[src/hdl/qrp_pkg.sv]
// Shared constants and types for the queue read port and serial offset access.
// Assumes a single 125 MHz system clock; all device pins arrive asynchronously.
package qrp_pkg;

   // ****************************************************************
   // Widths and timing.
   // ****************************************************************
   localparam int WORD_W = 40;
   localparam int OFS_W = 16;
   localparam int NQ = 4;
   localparam int CHAIN_W = 2 * NQ * OFS_W;
   localparam int CLK_MHZ = 125;
   // Reset recovery before the mode pin becomes the serial input (least time, rounded up).
   localparam int RSR_NS = 20;
   localparam int RSR_CYC = (RSR_NS * CLK_MHZ + 999) / 1000;
   // Quiet time after leaving power down (least time, rounded up).
   localparam int WAKE_NS = 1000;
   localparam int WAKE_CYC = (WAKE_NS * CLK_MHZ + 999) / 1000;
   // Rising read clock edge that moves a first word into the output register.
   localparam logic [1:0] FT_EDGE_LAST = 2'h2;
   localparam logic [OFS_W-1:0] OFS_RST = 16'h0080;

   // ****************************************************************
   // Register map.
   // ****************************************************************
   localparam logic [31:0] A_CTRL = 32'h0000_0000;
   localparam logic [31:0] A_STATUS = 32'h0000_0004;
   localparam logic [31:0] A_OFS0 = 32'h0000_0008;
   localparam logic [31:0] CTRL_RST = 32'h0000_0000;
   localparam logic [31:0] CTRL_MASK = 32'h0000_0001;
   localparam int CTRL_HOLD = 0;
   localparam int ST_EMPTY_N = 0;
   localparam int ST_HAVE = 1;
   localparam int ST_FT = 2;
   localparam int ST_DDR = 3;
   localparam int ST_ASLEEP = 4;
   localparam int ST_WAKING = 5;
   localparam int ST_BUS_ON = 6;
   localparam int ST_CFG_RDY = 7;

   // ****************************************************************
   // Types.
   // ****************************************************************
   typedef struct packed {
      logic read_clock;
      logic read_enable_n;
      logic read_select_n;
      logic out_drive_en_n;
      logic read_dual_edge_sel;
      logic sleep_n;
      logic master_rst_n;
      logic partial_rst_n;
      logic fallthru_or_cfg_in;
      logic cfg_shift_clock;
      logic cfg_load_en_n;
      logic cfg_dump_en_n;
   } qrp_pins_t;
   localparam logic [11:0] PIN_IDLE = 12'h753;

   typedef enum logic [2:0] {
      MODE_RESET = 3'b001,
      MODE_RUN = 3'b010,
      MODE_SLEEP = 3'b100
   } qrp_mode_t;

endpackage

[src/hdl/qrp_read_port.sv]
// Read port control, power down and serial offset port of a four-queue buffer.
// Assumes queue storage on CLK offers its head word on WORD_IN/WORD_VALID and pops on WORD_TAKE.
//
// Summary of operation
// Select held low: output bus drives from the next rising read clock.
// Select high: next rising read clock floats the bus and starts no read.
// During master or partial reset only the output enable controls float.
// After reset outputs stay driven until the first rising read clock edge.
// Empty flag updates on read clock whatever the select does.
// Fall-through: first word reaches output register on third rising read clock.
// Reader asserts select on the next edge to see a fallen-through word.
// Dual edge strap: read on both edges, enables sampled on rising only.
// Single edge: read on rising edge with enable and select both low.
// The dual edge strap is held fixed by the outside party.
// Output enable low drives the output register, high floats the bus.
// Enables stay idle four clock cycles before sleep is asserted.
// Sleep is asynchronous, active low, held for the whole power down.
// While asleep all state is kept and inputs are ignored.
// While asleep data and serial outputs float.
// After wake wait one microsecond; continue without reset.
// Clocks should be held low while asleep; running ones are ignored.
// Load enable low shifts one serial bit per rising shift clock.
// Shift clock runs no faster than ten megahertz.
// Dump enable low presents one offset bit per rising shift clock.
// Each falling dump enable copies all offsets into the scan register.
// Dump enable is held low for the whole readout.
// After reset recovery the mode pin becomes the serial data input.
// One chain holds all eight offsets, same bit order in and out.
`timescale 1ns/100ps
module qrp_read_port (
   // Clock and reset.
   input wire logic CLK,
   input wire logic ARST_N,
   // Device pins, asynchronous to CLK.
   input wire qrp_pkg::qrp_pins_t PINS,
   // Queue head word from storage logic on CLK.
   input wire logic [qrp_pkg::WORD_W-1:0] WORD_IN,
   input wire logic WORD_VALID,
   output logic WORD_TAKE,
   // Data output bus, enable low while driving, and flag.
   output logic [qrp_pkg::WORD_W-1:0] DATA_OUT,
   output logic DATA_OE_N,
   output logic EMPTY_FLAG_N,
   // Serial readout pin, enable low while driving.
   output logic CFG_SERIAL_OUT,
   output logic CFG_SO_OE_N,
   // AHB-Lite slave.
   input wire logic HSEL,
   input wire logic [31:0] HADDR,
   input wire logic [1:0] HTRANS,
   input wire logic HWRITE,
   input wire logic [2:0] HSIZE,
   input wire logic [31:0] HWDATA,
   input wire logic HREADY,
   output logic [31:0] HRDATA,
   output logic HREADYOUT,
   output logic HRESP
);
   import qrp_pkg::*;

   // ****************************************************************
   // Pin synchronisers and edge detection.
   // ****************************************************************
   localparam int NP = $bits(qrp_pins_t);
   logic [NP-1:0] meta_q, sync_q, prev_q;
   qrp_pins_t pin, pin_prev;
   logic rck_rise, rck_fall, sck_rise, dump_fall, in_reset;

   // Every pin passes two flops; the third only feeds edge detection.
   genvar gi;
   generate
      for (gi = 0; gi < NP; gi++) begin : g_sync
         always_ff @(posedge CLK or negedge ARST_N) begin
            if (!ARST_N) begin
               meta_q[gi] <= PIN_IDLE[gi];
               sync_q[gi] <= PIN_IDLE[gi];
               prev_q[gi] <= PIN_IDLE[gi];
            end else begin
               meta_q[gi] <= PINS[gi];
               sync_q[gi] <= meta_q[gi];
               prev_q[gi] <= sync_q[gi];
            end
         end
      end
   endgenerate

   // Edges are found on the synchronised copies; the 80 ns link clock gives several cycles per phase.
   assign pin = qrp_pins_t'(sync_q);
   assign pin_prev = qrp_pins_t'(prev_q);
   assign rck_rise = pin.read_clock & ~pin_prev.read_clock;
   assign rck_fall = ~pin.read_clock & pin_prev.read_clock;
   assign sck_rise = pin.cfg_shift_clock & ~pin_prev.cfg_shift_clock;
   assign dump_fall = ~pin.cfg_dump_en_n & pin_prev.cfg_dump_en_n;
   assign in_reset = ~pin.master_rst_n | ~pin.partial_rst_n;

   // ****************************************************************
   // Mode control: reset, run and power down.
   // ****************************************************************
   qrp_mode_t mode_q, mode_d;
   logic ft_q, ft_d, ddr_q, ddr_d;
   logic [7:0] rsr_q, rsr_d, wake_q, wake_d;

   // Straps follow the pins while master reset is low and freeze at its release.
   always_comb begin
      mode_d = mode_q;
      ft_d = ft_q;
      ddr_d = ddr_q;
      rsr_d = rsr_q;
      wake_d = wake_q;
      unique case (mode_q)
         MODE_RESET: begin
            if (!pin.master_rst_n) begin
               ft_d = pin.fallthru_or_cfg_in;
               ddr_d = pin.read_dual_edge_sel;
               rsr_d = 8'(RSR_CYC);
            end
            if (!pin.sleep_n) begin
               mode_d = MODE_SLEEP;
            end else if (!in_reset) begin
               mode_d = MODE_RUN;
            end
         end
         MODE_RUN: begin
            if (!pin.sleep_n) begin
               mode_d = MODE_SLEEP;
            end else if (in_reset) begin
               mode_d = MODE_RESET;
            end
         end
         MODE_SLEEP: begin
            if (pin.sleep_n) begin
               mode_d = MODE_RUN;
               wake_d = 8'(WAKE_CYC);
            end
         end
         default: mode_d = MODE_RESET;
      endcase
      // Recovery and wake counters stand still while asleep, like all other state.
      if (mode_q != MODE_SLEEP && pin.master_rst_n && rsr_q != 8'h00) begin
         rsr_d = rsr_q - 8'h01;
      end
      if (mode_q == MODE_RUN && wake_q != 8'h00) begin
         wake_d = wake_q - 8'h01;
      end
   end

   always_ff @(posedge CLK or negedge ARST_N) begin
      if (!ARST_N) begin
         mode_q <= MODE_RESET;
         ft_q <= 1'b0;
         ddr_q <= 1'b0;
         rsr_q <= 8'h00;
         wake_q <= 8'h00;
      end else begin
         mode_q <= mode_d;
         ft_q <= ft_d;
         ddr_q <= ddr_d;
         rsr_q <= rsr_d;
         wake_q <= wake_d;
      end
   end

   // ****************************************************************
   // Read path, output register and flag.
   // ****************************************************************
   logic [WORD_W-1:0] out_q, out_d;
   logic have_q, have_d, armed_q, armed_d, bus_on_q, bus_on_d;
   logic empty_n_q, empty_n_d, take_q, take_d, oe_n_q, oe_n_d;
   logic [1:0] ft_cnt_q, ft_cnt_d;
   logic [31:0] ctrl_q, ctrl_d;
   logic rd_ok, rd;

   // Reads are held off during the wake wait and while software asks to hold.
   assign rd_ok = (mode_q == MODE_RUN) && (wake_q == 8'h00) && !ctrl_q[CTRL_HOLD];
   assign rd = rd_ok & ~pin.read_enable_n & ~pin.read_select_n;

   always_comb begin
      out_d = out_q;
      have_d = have_q;
      armed_d = armed_q;
      bus_on_d = bus_on_q;
      empty_n_d = empty_n_q;
      ft_cnt_d = ft_cnt_q;
      take_d = 1'b0;
      if (mode_q == MODE_RESET) begin
         bus_on_d = 1'b1;
         have_d = 1'b0;
         armed_d = 1'b0;
         ft_cnt_d = 2'h0;
         empty_n_d = ft_q;
      end else if (mode_q == MODE_RUN && rck_rise) begin
         bus_on_d = ~pin.read_select_n;
         armed_d = ddr_q & rd & WORD_VALID;
         if (ft_q) begin
            if (have_q) begin
               if (rd) begin
                  have_d = WORD_VALID;
                  if (WORD_VALID) begin
                     out_d = WORD_IN;
                     take_d = 1'b1;
                  end
               end
            end else if (!WORD_VALID) begin
               ft_cnt_d = 2'h0;
            end else if (ft_cnt_q == FT_EDGE_LAST) begin
               out_d = WORD_IN;
               take_d = 1'b1;
               have_d = 1'b1;
               ft_cnt_d = 2'h0;
            end else begin
               ft_cnt_d = ft_cnt_q + 2'h1;
            end
            empty_n_d = ~have_d;
         end else begin
            if (rd && WORD_VALID) begin
               out_d = WORD_IN;
               take_d = 1'b1;
            end
            empty_n_d = WORD_VALID;
         end
      end else if (mode_q == MODE_RUN && rck_fall && armed_q) begin
         // The falling-edge word is read without looking at enable or select.
         armed_d = 1'b0;
         if (WORD_VALID) begin
            out_d = WORD_IN;
            take_d = 1'b1;
         end else if (ft_q) begin
            have_d = 1'b0;
         end
      end
      // Sleep floats the bus; otherwise enable and select decide.
      oe_n_d = pin.out_drive_en_n | ~bus_on_d | (mode_q == MODE_SLEEP);
   end

   // Only the bus enable changes while asleep, since no edge is acted on outside reset or run.
   always_ff @(posedge CLK or negedge ARST_N) begin
      if (!ARST_N) begin
         out_q <= '0;
         have_q <= 1'b0;
         armed_q <= 1'b0;
         bus_on_q <= 1'b1;
         empty_n_q <= 1'b0;
         ft_cnt_q <= 2'h0;
         take_q <= 1'b0;
         oe_n_q <= 1'b1;
      end else begin
         out_q <= out_d;
         have_q <= have_d;
         armed_q <= armed_d;
         bus_on_q <= bus_on_d;
         empty_n_q <= empty_n_d;
         ft_cnt_q <= ft_cnt_d;
         take_q <= take_d;
         oe_n_q <= oe_n_d;
      end
   end

   // ****************************************************************
   // Serial offset chain and scan-out register.
   // ****************************************************************
   logic [CHAIN_W-1:0] chain_q, chain_d, scan_q, scan_d;
   logic so_q, so_d, so_oe_n_q, so_oe_n_d;
   logic ser_on;

   assign ser_on = (mode_q != MODE_SLEEP);

   // Bits enter at the bottom and leave from the top, so load and readout share one order.
   always_comb begin
      chain_d = chain_q;
      scan_d = scan_q;
      so_d = so_q;
      if (ser_on && sck_rise && !pin.cfg_load_en_n && rsr_q == 8'h00) begin
         chain_d = {chain_q[CHAIN_W-2:0], pin.fallthru_or_cfg_in};
      end
      if (ser_on && dump_fall) begin
         scan_d = chain_q;
      end else if (ser_on && sck_rise && !pin.cfg_dump_en_n) begin
         so_d = scan_q[CHAIN_W-1];
         scan_d = {scan_q[CHAIN_W-2:0], 1'b0};
      end
      so_oe_n_d = ~ser_on;
   end

   always_ff @(posedge CLK or negedge ARST_N) begin
      if (!ARST_N) begin
         chain_q <= {(2 * NQ){OFS_RST}};
         scan_q <= '0;
         so_q <= 1'b0;
         so_oe_n_q <= 1'b1;
      end else begin
         chain_q <= chain_d;
         scan_q <= scan_d;
         so_q <= so_d;
         so_oe_n_q <= so_oe_n_d;
      end
   end

   // ****************************************************************
   // AHB-Lite register slave, zero wait states, always OKAY.
   // ****************************************************************
   logic wr_q, wr_d;
   logic [31:0] wadr_q, wadr_d, rdata_q, rdata_d, status;
   logic ap;

   assign ap = HSEL & HTRANS[1] & HREADY;
   assign status = {24'h00_0000, rsr_q == 8'h00, bus_on_q, wake_q != 8'h00, mode_q == MODE_SLEEP,
                    ddr_q, ft_q, have_q, empty_n_q};

   // Read data is chosen in the address phase and stands through the data phase.
   always_comb begin
      wr_d = ap & HWRITE;
      wadr_d = HADDR;
      ctrl_d = ctrl_q;
      rdata_d = rdata_q;
      if (ap && !HWRITE) begin
         rdata_d = 32'h0000_0000;
         if (HADDR == A_CTRL) begin
            rdata_d = ctrl_q;
         end
         if (HADDR == A_STATUS) begin
            rdata_d = status;
         end
         for (int i = 0; i < NQ; i++) begin
            if (HADDR == 32'(A_OFS0 + 32'(4 * i))) begin
               rdata_d = {chain_q[(2 * i + 1) * OFS_W +: OFS_W], chain_q[2 * i * OFS_W +: OFS_W]};
            end
         end
      end
      if (wr_q && wadr_q == A_CTRL) begin
         ctrl_d = HWDATA & CTRL_MASK;
      end
   end

   always_ff @(posedge CLK or negedge ARST_N) begin
      if (!ARST_N) begin
         wr_q <= 1'b0;
         wadr_q <= 32'h0000_0000;
         rdata_q <= 32'h0000_0000;
         ctrl_q <= CTRL_RST;
      end else begin
         wr_q <= wr_d;
         wadr_q <= wadr_d;
         rdata_q <= rdata_d;
         ctrl_q <= ctrl_d;
      end
   end

   // ****************************************************************
   // Outputs, each straight from a flop except the constant HREADYOUT and HRESP.
   // ****************************************************************
   assign WORD_TAKE = take_q;
   assign DATA_OUT = out_q;
   assign DATA_OE_N = oe_n_q;
   assign EMPTY_FLAG_N = empty_n_q;
   assign CFG_SERIAL_OUT = so_q;
   assign CFG_SO_OE_N = so_oe_n_q;
   assign HRDATA = rdata_q;
   assign HREADYOUT = 1'b1;
   assign HRESP = 1'b0;

endmodule

[config.mk]
export PLATFORM = sky130hd
export DESIGN_NAME = qrp_read_port
export DESIGN_NICKNAME = d
export VERILOG_FILES = /design/src/hdl/qrp_pkg.sv /design/src/hdl/qrp_read_port.sv
export SDC_FILE = /design/constraint.sdc
export NUM_CORES = 1
export LEC_CHECK = 0
export BUFFER_PORTS_ARGS = -buffer_cell sky130_fd_sc_hd__buf_2
export CAP_MARGIN = 5
export CORE_MARGIN = 3
export CORE_UTILIZATION = 55
export DETAILED_ROUTE_END_ITERATION = 8
export HOLD_SLACK_MARGIN = 0.08
export PLACE_DENSITY = 0.76
export SYNTH_ARGS = -nofsm -noshare
export SYNTH_HDL_FRONTEND = slang
export SYNTH_SLANG_ARGS = --single-unit
[constraint.sdc]
create_clock -name CLK -period 2.45 [get_ports CLK]
set_input_delay 0.1225 -clock CLK [delete_from_list [all_inputs] [get_ports CLK]]
set_output_delay 0.1225 -clock CLK [all_outputs]
set_load 0.005 [all_outputs]
-- After elaboration in Yosys (flattened, before gate mapping)
Cells that the tools add are included.
- register bits after elaboration: 420
- latch bits: 0
- RAM bits: 0
- memory bits (read-only): 0
- input bits: 127
- output and inout bits: 79
- word-level logic and storage cells: 206
- memories: 0
- add/sub/neg operators: 3
- multiply operators: 0
- div/mod/pow operators: 0
- $lt $le $gt $ge: 0
- eq/ne operators: 22
- shift operators: 0
- muxes and demuxes: 64
- bitwise logic cells: 27
- reductions and logical operators: 42
- operator list (kind ; count):
    $mux 40 ; 9
    $mux 128 ; 2
    $mux 32 ; 5
    $eq 32x4->1 const B ; 2
    $eq 32x5->1 const B ; 2
    $logic_not 32->1 ; 2
    $mux 8 ; 6
    $eq 32x3->1 const B ; 1
    $mux 1 ; 30
    $logic_and 1x1->1 ; 16
    $logic_not 8->1 ; 2
    $reduce_bool 8->1 ; 2
    $sub 8x1->8 const B ; 2
    $mux 3 ; 5
    $ne 3x3->1 const B ; 5
    $reduce_bool 2->1 ; 7
    $not 1->1 ; 13
    $mux 2 ; 6
    $and 1x1->1 ; 11
    $pmux 3 s3 ; 1
    $ne 4x4->1 const B ; 2
    $reduce_and 2->1 ; 4
    $reduce_and 3->1 ; 2
    $reduce_and 6->1 ; 1
    other kinds (14) ; 20

-- Longest topological paths before layout
Gate-level depths: netlist of the first run.
- depth after elaboration: 14
- gate-level depth with buffers: 8
- gate-level depth less buffers: 7

-- Least setup slack after synthesis of the first run
No wires, ideal clock.
- kind: flip-flop to flip-flop
- start: register wake_q[0]
- end: register out_q[20], in the netlist DATA_OUT[20]
- library setup time: 0.125 ns
- arrival time: 2.010 ns
- data required time: 2.325 ns
- slack: 0.316 ns
- stages on the path, launching flop included: 9
- buffers on the path: 1
- clock period less this slack: 2.134 ns
- cells stage by stage: dfrtp_1 > inv_1 > ha_1 > nor3b_1 > nand4_1 > a21oi_1 > o31a_1 > buf_4 > mux2_2
- word-level cells in the longest chain between the ends: 8
- elaborated cells on any way between the ends: 9
- classes of those cells: eq/ne: 2; bitwise: 2; reduce/logical: 5
- ends and longest elaborated chain (item ; line ; RTL):
    from (decl) ; qrp_read_port.sv:101 ; logic [7:0] rsr_q, rsr_d, wake_q, wake_d;
    from (signal assigned) ; qrp_read_port.sv:159 ; wake_q <= wake_d;
    $logic_not 8->1 * ; qrp_read_port.sv:174 ; assign rd_ok = (mode_q == MODE_RUN) && (wake_q == 8'h00) && !ctrl_q[CTRL_HOLD];
    $logic_and 1x1->1 * (2 in series) ; qrp_read_port.sv:174 ;
    $and 1x1->1 * (2 in series) ; qrp_read_port.sv:175 ; assign rd = rd_ok & ~pin.read_enable_n & ~pin.read_select_n;
    $logic_and 1x1->1 ; qrp_read_port.sv:215 ; if (rd && WORD_VALID) begin
    $ne 3x2->1 (no line) ; n/a ;
    $reduce_and 6->1 (no line) * ; n/a ;
    to (signal assigned) ; qrp_read_port.sv:247 ; out_q <= out_d;
    to (decl) ; qrp_read_port.sv:166 ; logic [WORD_W-1:0] out_q, out_d;
Mark *: on every way between the ends. The rest lies on a longest branch, timed or not.
A chain may end at the register's enable or synchronous reset.

-- Worst setup path in the final report of the first run
- start: register mode_q[2]
- end: register out_q[29], in the netlist DATA_OUT[29]
- word-level cells in the longest chain between the ends: 8
- elaborated cells on any way between the ends: 18
- classes of those cells: eq/ne: 6; mux: 1; bitwise: 3; reduce/logical: 8
- ends and longest elaborated chain (item ; line ; RTL):
    from (decl) ; qrp_read_port.sv:99 ; qrp_mode_t mode_q, mode_d;
    from (signal assigned) ; qrp_read_port.sv:155 ; mode_q <= mode_d;
    $eq 3x2->1 ; qrp_read_port.sv:174, qrp_read_port.sv:191, qrp_read_port.sv:221 ;
    $logic_and 1x1->1 (2 in series) ; qrp_read_port.sv:174 ;
    $and 1x1->1 (2 in series) ; qrp_read_port.sv:175 ;
    $logic_and 1x1->1 ; qrp_read_port.sv:215 ;
    $ne 3x2->1 (no line) ; n/a ;
    $reduce_and 6->1 (no line) ; n/a ;
Several ways; a longest one is shown, not always the timed one.

==> impl_metrics.yaml, run 1 <==
placed_design:
  place.gp.congestion: 0.829
  numPlacedInstances: 1854
  io_buffer_count: 168
  detailed_place_hpwl_um: 23900
  placement.cell_area_sq_mm: 0.0184
yosys:
  yosys_warnings: 0
  synth_edf_count: 0
  postSynthCellCount: 1352
  synth.cell_area_sq_mm: 0.0170
  synth_area_per_cell_sq_um: 12.6
  synthArstFlopShare: 1.00
  ys_seq_area_frac: 0.621
  yosysUniqueCellTypes: 67
  synth_flop_cell: "sky130_fd_sc_hd__dfrtp_1"
  syn_nets: 1482
  synth_seq_cells: 420
critical_path:
  critPathCaptureType: "flop"
  arrival_time_at_the_worst_endpoint_ns: 2.68
  critPathSlowestCell: "sky130_fd_sc_hd__dfrtp_1"
  cp_cell_sequence: "nor3b_2 -> nand4_1 -> a21oi_1 -> o31a_2 -> buf_12 -> mux2_1"
  startpoint_type_of_the_worst_setup_path: "flop"
  crit_path_max_fanout: 41
  worst-setup-path-type: "reg -> reg"
  critical_path.max_stage_delay_ns: 0.49
  worst_ep_required_time_ns: 2.83
status:
  failed_checks: "DRC"
  run_status: "complete, but fails checks"
clock_tree:
  clk_pin_slew_worst_paths_ns: 0.07
  root_cell_of_the_clock_tree: "sky130_fd_sc_hd__clkbuf_16"
  cts-root-to-sink-buffers: 3
  cts.htree.levels: 2
  clk_latency_ns: 0.54
  ctsResizeCount: 0
  cts-buffers-inserted: 42
  clock_sink_count: 420
  tritoncts: "built"
route:
  detail_route.first_pass.iterations: 9
  route.vias.total: 12100
  wire_per_inst_um: 19.9
  detail_route.drc_violations: 11
  drt.antenna.violating_nets: 0
  route.detailed.vias_per_inst: 6.00
  detail_route.iter0.violations: 1379
  routed_wirelength_um: 40200
timing:
  max_freq_mhz: 435
  timing.hold.ws_ns: 0.144
  rsz0062_at_grt: "false"
  final.min_clock_period_ns: 2.30
  finClkSkew_ns: 0.0294
  totalNegativeSetupSlack_ns: 0
  worst_slew_pin_slew_ns: 0.614
  slew_violations: 0
  final_hold_viol_count: 0
  slew-limit-headroom: 0.588
  layout_worst_path_cycle_share: 0.939
  report.final.setup_viol: 0
layout:
  multi_input_area_sq_mm: 0.00555
  num-nets-final: 1729
  leading_cell_type_in_the_layout_fill_and_taps_excluded: "sky130_fd_sc_hd__dfrtp_1"
  fraction_of_layout_instances_using_a_drive_strength_above_1: 0.303
  regArea_sq_mm: 0.0105
  fin_cells: 2022
  mostFrequentLayoutCells: "sky130_fd_sc_hd__dfrtp_1 (393), sky130_fd_sc_hd__buf_2 (167), sky130_fd_sc_hd__mux2_2 (161), sky130_fd_sc_hd__inv_1 (141), sky130_fd_sc_hd__a222oi_1 (127)"
  antenna_cells_inserted: 0
  syn_to_final_growth_pct: 22.0
  final_design_area_no_fill_sq_mm: 0.0207
  fill_cells: 2078
flow_run:
  maxCapViolCount: 0
grt:
  grt.overflow.total: 0
  number_of_global_route_vias_before_repair: 12700
  number_of_antenna_violations_at_the_first_check_in_global_routing: 0
  grt_pass1_wl_um: 66800
  grt_util_all_layers: 0.245
  grt_max_degree: 129
die:
  design.die.area_sq_mm: 0.0330
  die_w_um: 182
  core_sq_mm: 0.0300
  die-height_um: 182
  top_level_i_o_count: 206
  placement_rows: 63
  start_util: 0.566
power:
  total_power_w: 0.0162
  p_leak_nw: 10.8
  power_density_mw_per_mm2: 782
  peakVddDrop_mv: 0.484
min_path:
  hold_class: "in -> async"
[synthesized netlist by cell type, types with 7 or more instances]
| cell type | n | share of area |
|---|---|---|
| sky130_fd_sc_hd__clkbuf_1 | 56 | 0.012 |
| sky130_fd_sc_hd__a31o_2 | 18 | 0.0093 |
| sky130_fd_sc_hd__nand3_1 | 33 | 0.0097 |
| sky130_fd_sc_hd__inv_1 | 141 | 0.031 |
| sky130_fd_sc_hd__mux2i_1 | 7 | 0.0041 |
| sky130_fd_sc_hd__a21oi_1 | 47 | 0.014 |
| sky130_fd_sc_hd__dfstp_2 | 27 | 0.042 |
| sky130_fd_sc_hd__nor3_1 | 7 | 0.0021 |
| sky130_fd_sc_hd__nand2_1 | 78 | 0.017 |
| sky130_fd_sc_hd__mux2_1 | 8 | 0.0053 |
| sky130_fd_sc_hd__nor4_1 | 14 | 0.0052 |
| sky130_fd_sc_hd__o21ai_0 | 43 | 0.013 |
| sky130_fd_sc_hd__a31o_1 | 7 | 0.0036 |
| sky130_fd_sc_hd__buf_2 | 27 | 0.0080 |
| sky130_fd_sc_hd__dfrtp_1 | 393 | 0.58 |
| sky130_fd_sc_hd__mux2_2 | 161 | 0.11 |
| sky130_fd_sc_hd__nor2_1 | 58 | 0.013 |
| sky130_fd_sc_hd__a222oi_1 | 127 | 0.075 |
[stage by stage]
step,setup WS (ns),utilization
2_1_floorplan,0.316,-
3_3_place_gp,0.258,0.612
3_5_place_dp,0.217,0.612
4_1_cts,0.156,0.690
5_1_grt,0.0169,0.690
6_report,0.149,0.690
[cells by family (layout without fill, tap and decap cells)]
logic type,after synthesis,in the layout,synth area share
DFF,420,420,0.621
other,2,2,0.000442
adders and majority gates,3,3,0.00221
xor gates and xnor gates,3,3,0.00155
muxes,177,177,0.117
buffers and inverters,232,512,0.0546
and+or+nand+nor,233,233,0.0698
AOI/OAI and AO/OA,282,282,0.133
[repair_timing]
| item | in CTS | in global routing |
|---|---|---|
| hold buffers | 91 | 0 |
| buffers inserted | 0 | 0 |
| endpoints found under the setup margin | 0 | 1 |
| hold endpoints to repair | 368 | 0 |
[metal layers]
metal	track usage	vias to the layer above	wire (um)
met5	0	-	0
met4	0.0753	0	1110
met3	0.0357	79	2060
met2	0.416	408	20400
met1	0.331	6194	16600
li1	-	5450	-
[power breakdown]
group / total, W / internal, W / switching [W] / leakage, nW
Sequential: 0.00774 / 0.00738 / 0.000355 / 5.61
Clock: 0.00658 / 0.00397 / 0.00261 / 0.708
Combinational: 0.00188 / 0.000833 / 0.00105 / 4.51
[worst max-delay path: cells and delay by family, from the launching register on]
kind | cells | cell delay [ns]
compound gates | 2 | 0.40
mux | 1 | 0.40
buf+inv | 1 | 0.23
flops | 1 | 0.49
simple gates | 2 | 0.63
[registers in the layout (all words and copies together) (netlist names), 2 cells and up]
| name | flops |
|---|---|
| rsr_q | 8 |
| wake_q | 8 |
| HRDATA | 32 |
| meta_q | 12 |
| pin_prev | 3 |
| scan_q | 128 |
| pin | 12 |
| ft_cnt_q | 2 |
| wadr_q | 32 |
| mode_q | 3 |
| DATA_OUT | 40 |
| chain_q | 128 |
[final timing paths]
check | slack, ns | depth (start not counted) | startpoint | to
hold / removal | 0.14 | 2 | ARST_N | wadr_q[20]
setup reg to reg | 0.15 | 6 | mode_q[2] | DATA_OUT[29]
max in group asynchronous | 1.40 | 3 | ARST_N | chain_q[119]
hold reg to reg | 0.35 | 0 | meta_q[3] | pin[3]
min in group CLK | 0.24 | 2 | PINS[9] | meta_q[9]
setup / recovery | 0.15 | 6 | mode_q[2] | DATA_OUT[29]
[cell type report]
type	instances	share of cell area
Sequential cell	420	0.509
Multi-Input combinational cell	700	0.268
Timing Repair Buffer	294	0.105
Clock buffer	66	0.0628
Inverter	141	0.0255
Tap cell	390	0.0235
Clock inverter	11	0.00670
(Power assumes the default switching activity.)
==> inputs of run 2 (changes only) <==
--- a/config.mk
+++ b/config.mk
@@ -12,6 +12,7 @@
 export DETAILED_ROUTE_END_ITERATION = 8
 export HOLD_SLACK_MARGIN = 0.08
 export PLACE_DENSITY = 0.76
+export RECOVER_POWER = 25
 export SYNTH_ARGS = -nofsm -noshare
 export SYNTH_HDL_FRONTEND = slang
 export SYNTH_SLANG_ARGS = --single-unit
==> impl_metrics.yaml, run 2 (synthesis results as in run 1) <==
grt:
  grt-busiest-layer: "met2"
  grt_pass1_wl_um: 66800
  number_of_antenna_violations_at_the_first_check_in_global_routing: 0
  grt_util_all_layers: 0.245
  grt.overflow.total: 0
  grt_max_degree: 129
  globalRouteMet2Util: 0.416
  grtUsageMet1: 0.331
  number_of_global_route_vias_before_repair: 12700
  grt_util_met3: 0.0357
timing:
  totalNegativeSetupSlack_ns: 0
  report.final.setup_viol: 0
  max_freq_mhz: 431
  layout_worst_path_cycle_share: 0.947
  rsz0062_at_grt: "false"
  final_hold_viol_count: 0
  finClkSkew_ns: 0.0274
  slew-limit-headroom: -0.137
  slew_violations: 58
  worst_slew_pin_slew_ns: 1.71
  final.min_clock_period_ns: 2.32
power:
  power_density_mw_per_mm2: 784
  p_leak_nw: 10.7
  total_power_w: 0.0162
  peakVddDrop_mv: 0.484
clock_tree:
  tritoncts: "built"
  cts.htree.levels: 2
  cts-root-to-sink-buffers: 3
  clk_latency_ns: 0.53
  clk_pin_slew_worst_paths_ns: 0.06
  ctsResizeCount: 0
  cts-buffers-inserted: 42
  clock_sink_count: 420
  root_cell_of_the_clock_tree: "sky130_fd_sc_hd__clkbuf_16"
  postCtsSetupRepairBufs: 0
die:
  die-height_um: 182
  top_level_i_o_count: 206
  die_w_um: 182
  placement_rows: 63
  design.die.area_sq_mm: 0.0330
  core_sq_mm: 0.0300
  start_util: 0.566
status:
  run_status: "complete, but fails checks"
  failed_checks: "DRC, capacitance limit, slew limit"
critical_path:
  worst-setup-path-type: "reg -> reg"
  worst_ep_required_time_ns: 2.83
  arrival_time_at_the_worst_endpoint_ns: 2.70
  startpoint_type_of_the_worst_setup_path: "flop"
  crit_path_max_fanout: 41
  critPathCaptureType: "flop"
placed_design:
  place.gp.congestion: 0.829
  detailed_place_hpwl_um: 23900
  placement.cell_area_sq_mm: 0.0184
  io_buffer_count: 168
layout:
  fraction_of_layout_instances_using_a_drive_strength_above_1: 0.282
  final_design_area_no_fill_sq_mm: 0.0207
  antenna_cells_inserted: 0
  num-nets-final: 1729
  finalCoreUtilization: 0.688
  mostFrequentLayoutCells: "sky130_fd_sc_hd__dfrtp_1 (393), sky130_fd_sc_hd__mux2_2 (161), sky130_fd_sc_hd__inv_1 (141), sky130_fd_sc_hd__buf_2 (135), sky130_fd_sc_hd__a222oi_1 (127)"
  syn_to_final_growth_pct: 21.6
  leading_cell_type_in_the_layout_fill_and_taps_excluded: "sky130_fd_sc_hd__dfrtp_1"
route:
  route.detailed.vias_per_inst: 6.00
  drt.antenna.violating_nets: 0
  detail_route.iter0.violations: 1406
  detail_route.first_pass.iterations: 9
  route.vias.total: 12100
  detail_route.drc_violations: 6
  routed_wirelength_um: 40200
  wire_per_inst_um: 19.9
flow_run:
  maxCapViolCount: 1
min_path:
  hold_class: "in -> reg"
[run 2: changes by cell type in the layout (fill, tap and decap cells not counted), sizes merged]
cell    change
clkbuf     +36
buf        -36
[run 2: repair_timing]
action                     in CTS  in global routing
setup endpoints to repair       0                  1
hold endpoints to repair      368                  0
hold buffers                   91                  0
[run 2: report_power, final]
group	switching (W)	internal, W	total [W]	leakage (nW)
clock network	0.00261	0.00397	0.00658	0.708
logic	0.00105	0.000822	0.00187	4.41
registers	0.000355	0.00738	0.00774	5.61
[run 2: stage by stage]
step | cells | worst slack (ns) | hold slack, ns
floorplan | 1352 | 0.316 | -0.173
finish | 2022 | 0.131 | 0.237
global route | 2022 | 0.0169 | 0.232
detailed placement | 1854 | 0.217 | 0.109
global placement | 1854 | 0.258 | 0.109
CTS | 2022 | 0.156 | 0.151
[run 2: path summary, 6_finish.rpt]
| path | startpoint | to | slack, ns | depth (start not counted) |
|---|---|---|---|---|
| max | mode_q[2] | DATA_OUT[29] | 0.13 | 6 |
| min | PINS[9] | meta_q[9] | 0.24 | 2 |
| max reg2reg | mode_q[2] | DATA_OUT[29] | 0.13 | 6 |
| min reg2reg | meta_q[3] | pin[3] | 0.35 | 0 |
| max in group asynchronous | ARST_N | pin[3] | 0.41 | 3 |
| min in group asynchronous | ARST_N | wadr_q[20] | 0.58 | 2 |
[run 2: critical path: stages, from the launching register on]
cell	delay [ns]
sky130_fd_sc_hd__dfrtp_1	0.49
sky130_fd_sc_hd__nor3b_2	0.40
sky130_fd_sc_hd__nand4_1	0.24
sky130_fd_sc_hd__a21oi_1	0.20
sky130_fd_sc_hd__o31a_2	0.21
sky130_fd_sc_hd__buf_12	0.23
sky130_fd_sc_hd__mux2_1	0.40
[run 2: layout make-up]
cell class | count | area (sq um)
clock buffer | 66 | 1300
clock inverter | 11 | 139
fill | 2112 | 9370
inverter | 141 | 529
multi-input combinational | 700 | 5550
sequential | 420 | 10500
tap | 390 | 488
timing repair buffer | 294 | 2110
[run 2: routing by layer]
| layer | wire, um | vias up |
|---|---|---|
| met3 | 2050 | 79 |
| met4 | 1100 | 0 |
| met1 | 16700 | 6184 |
| met5 | 0 | - |
| met2 | 20300 | 407 |
| li1 | - | 5456 |
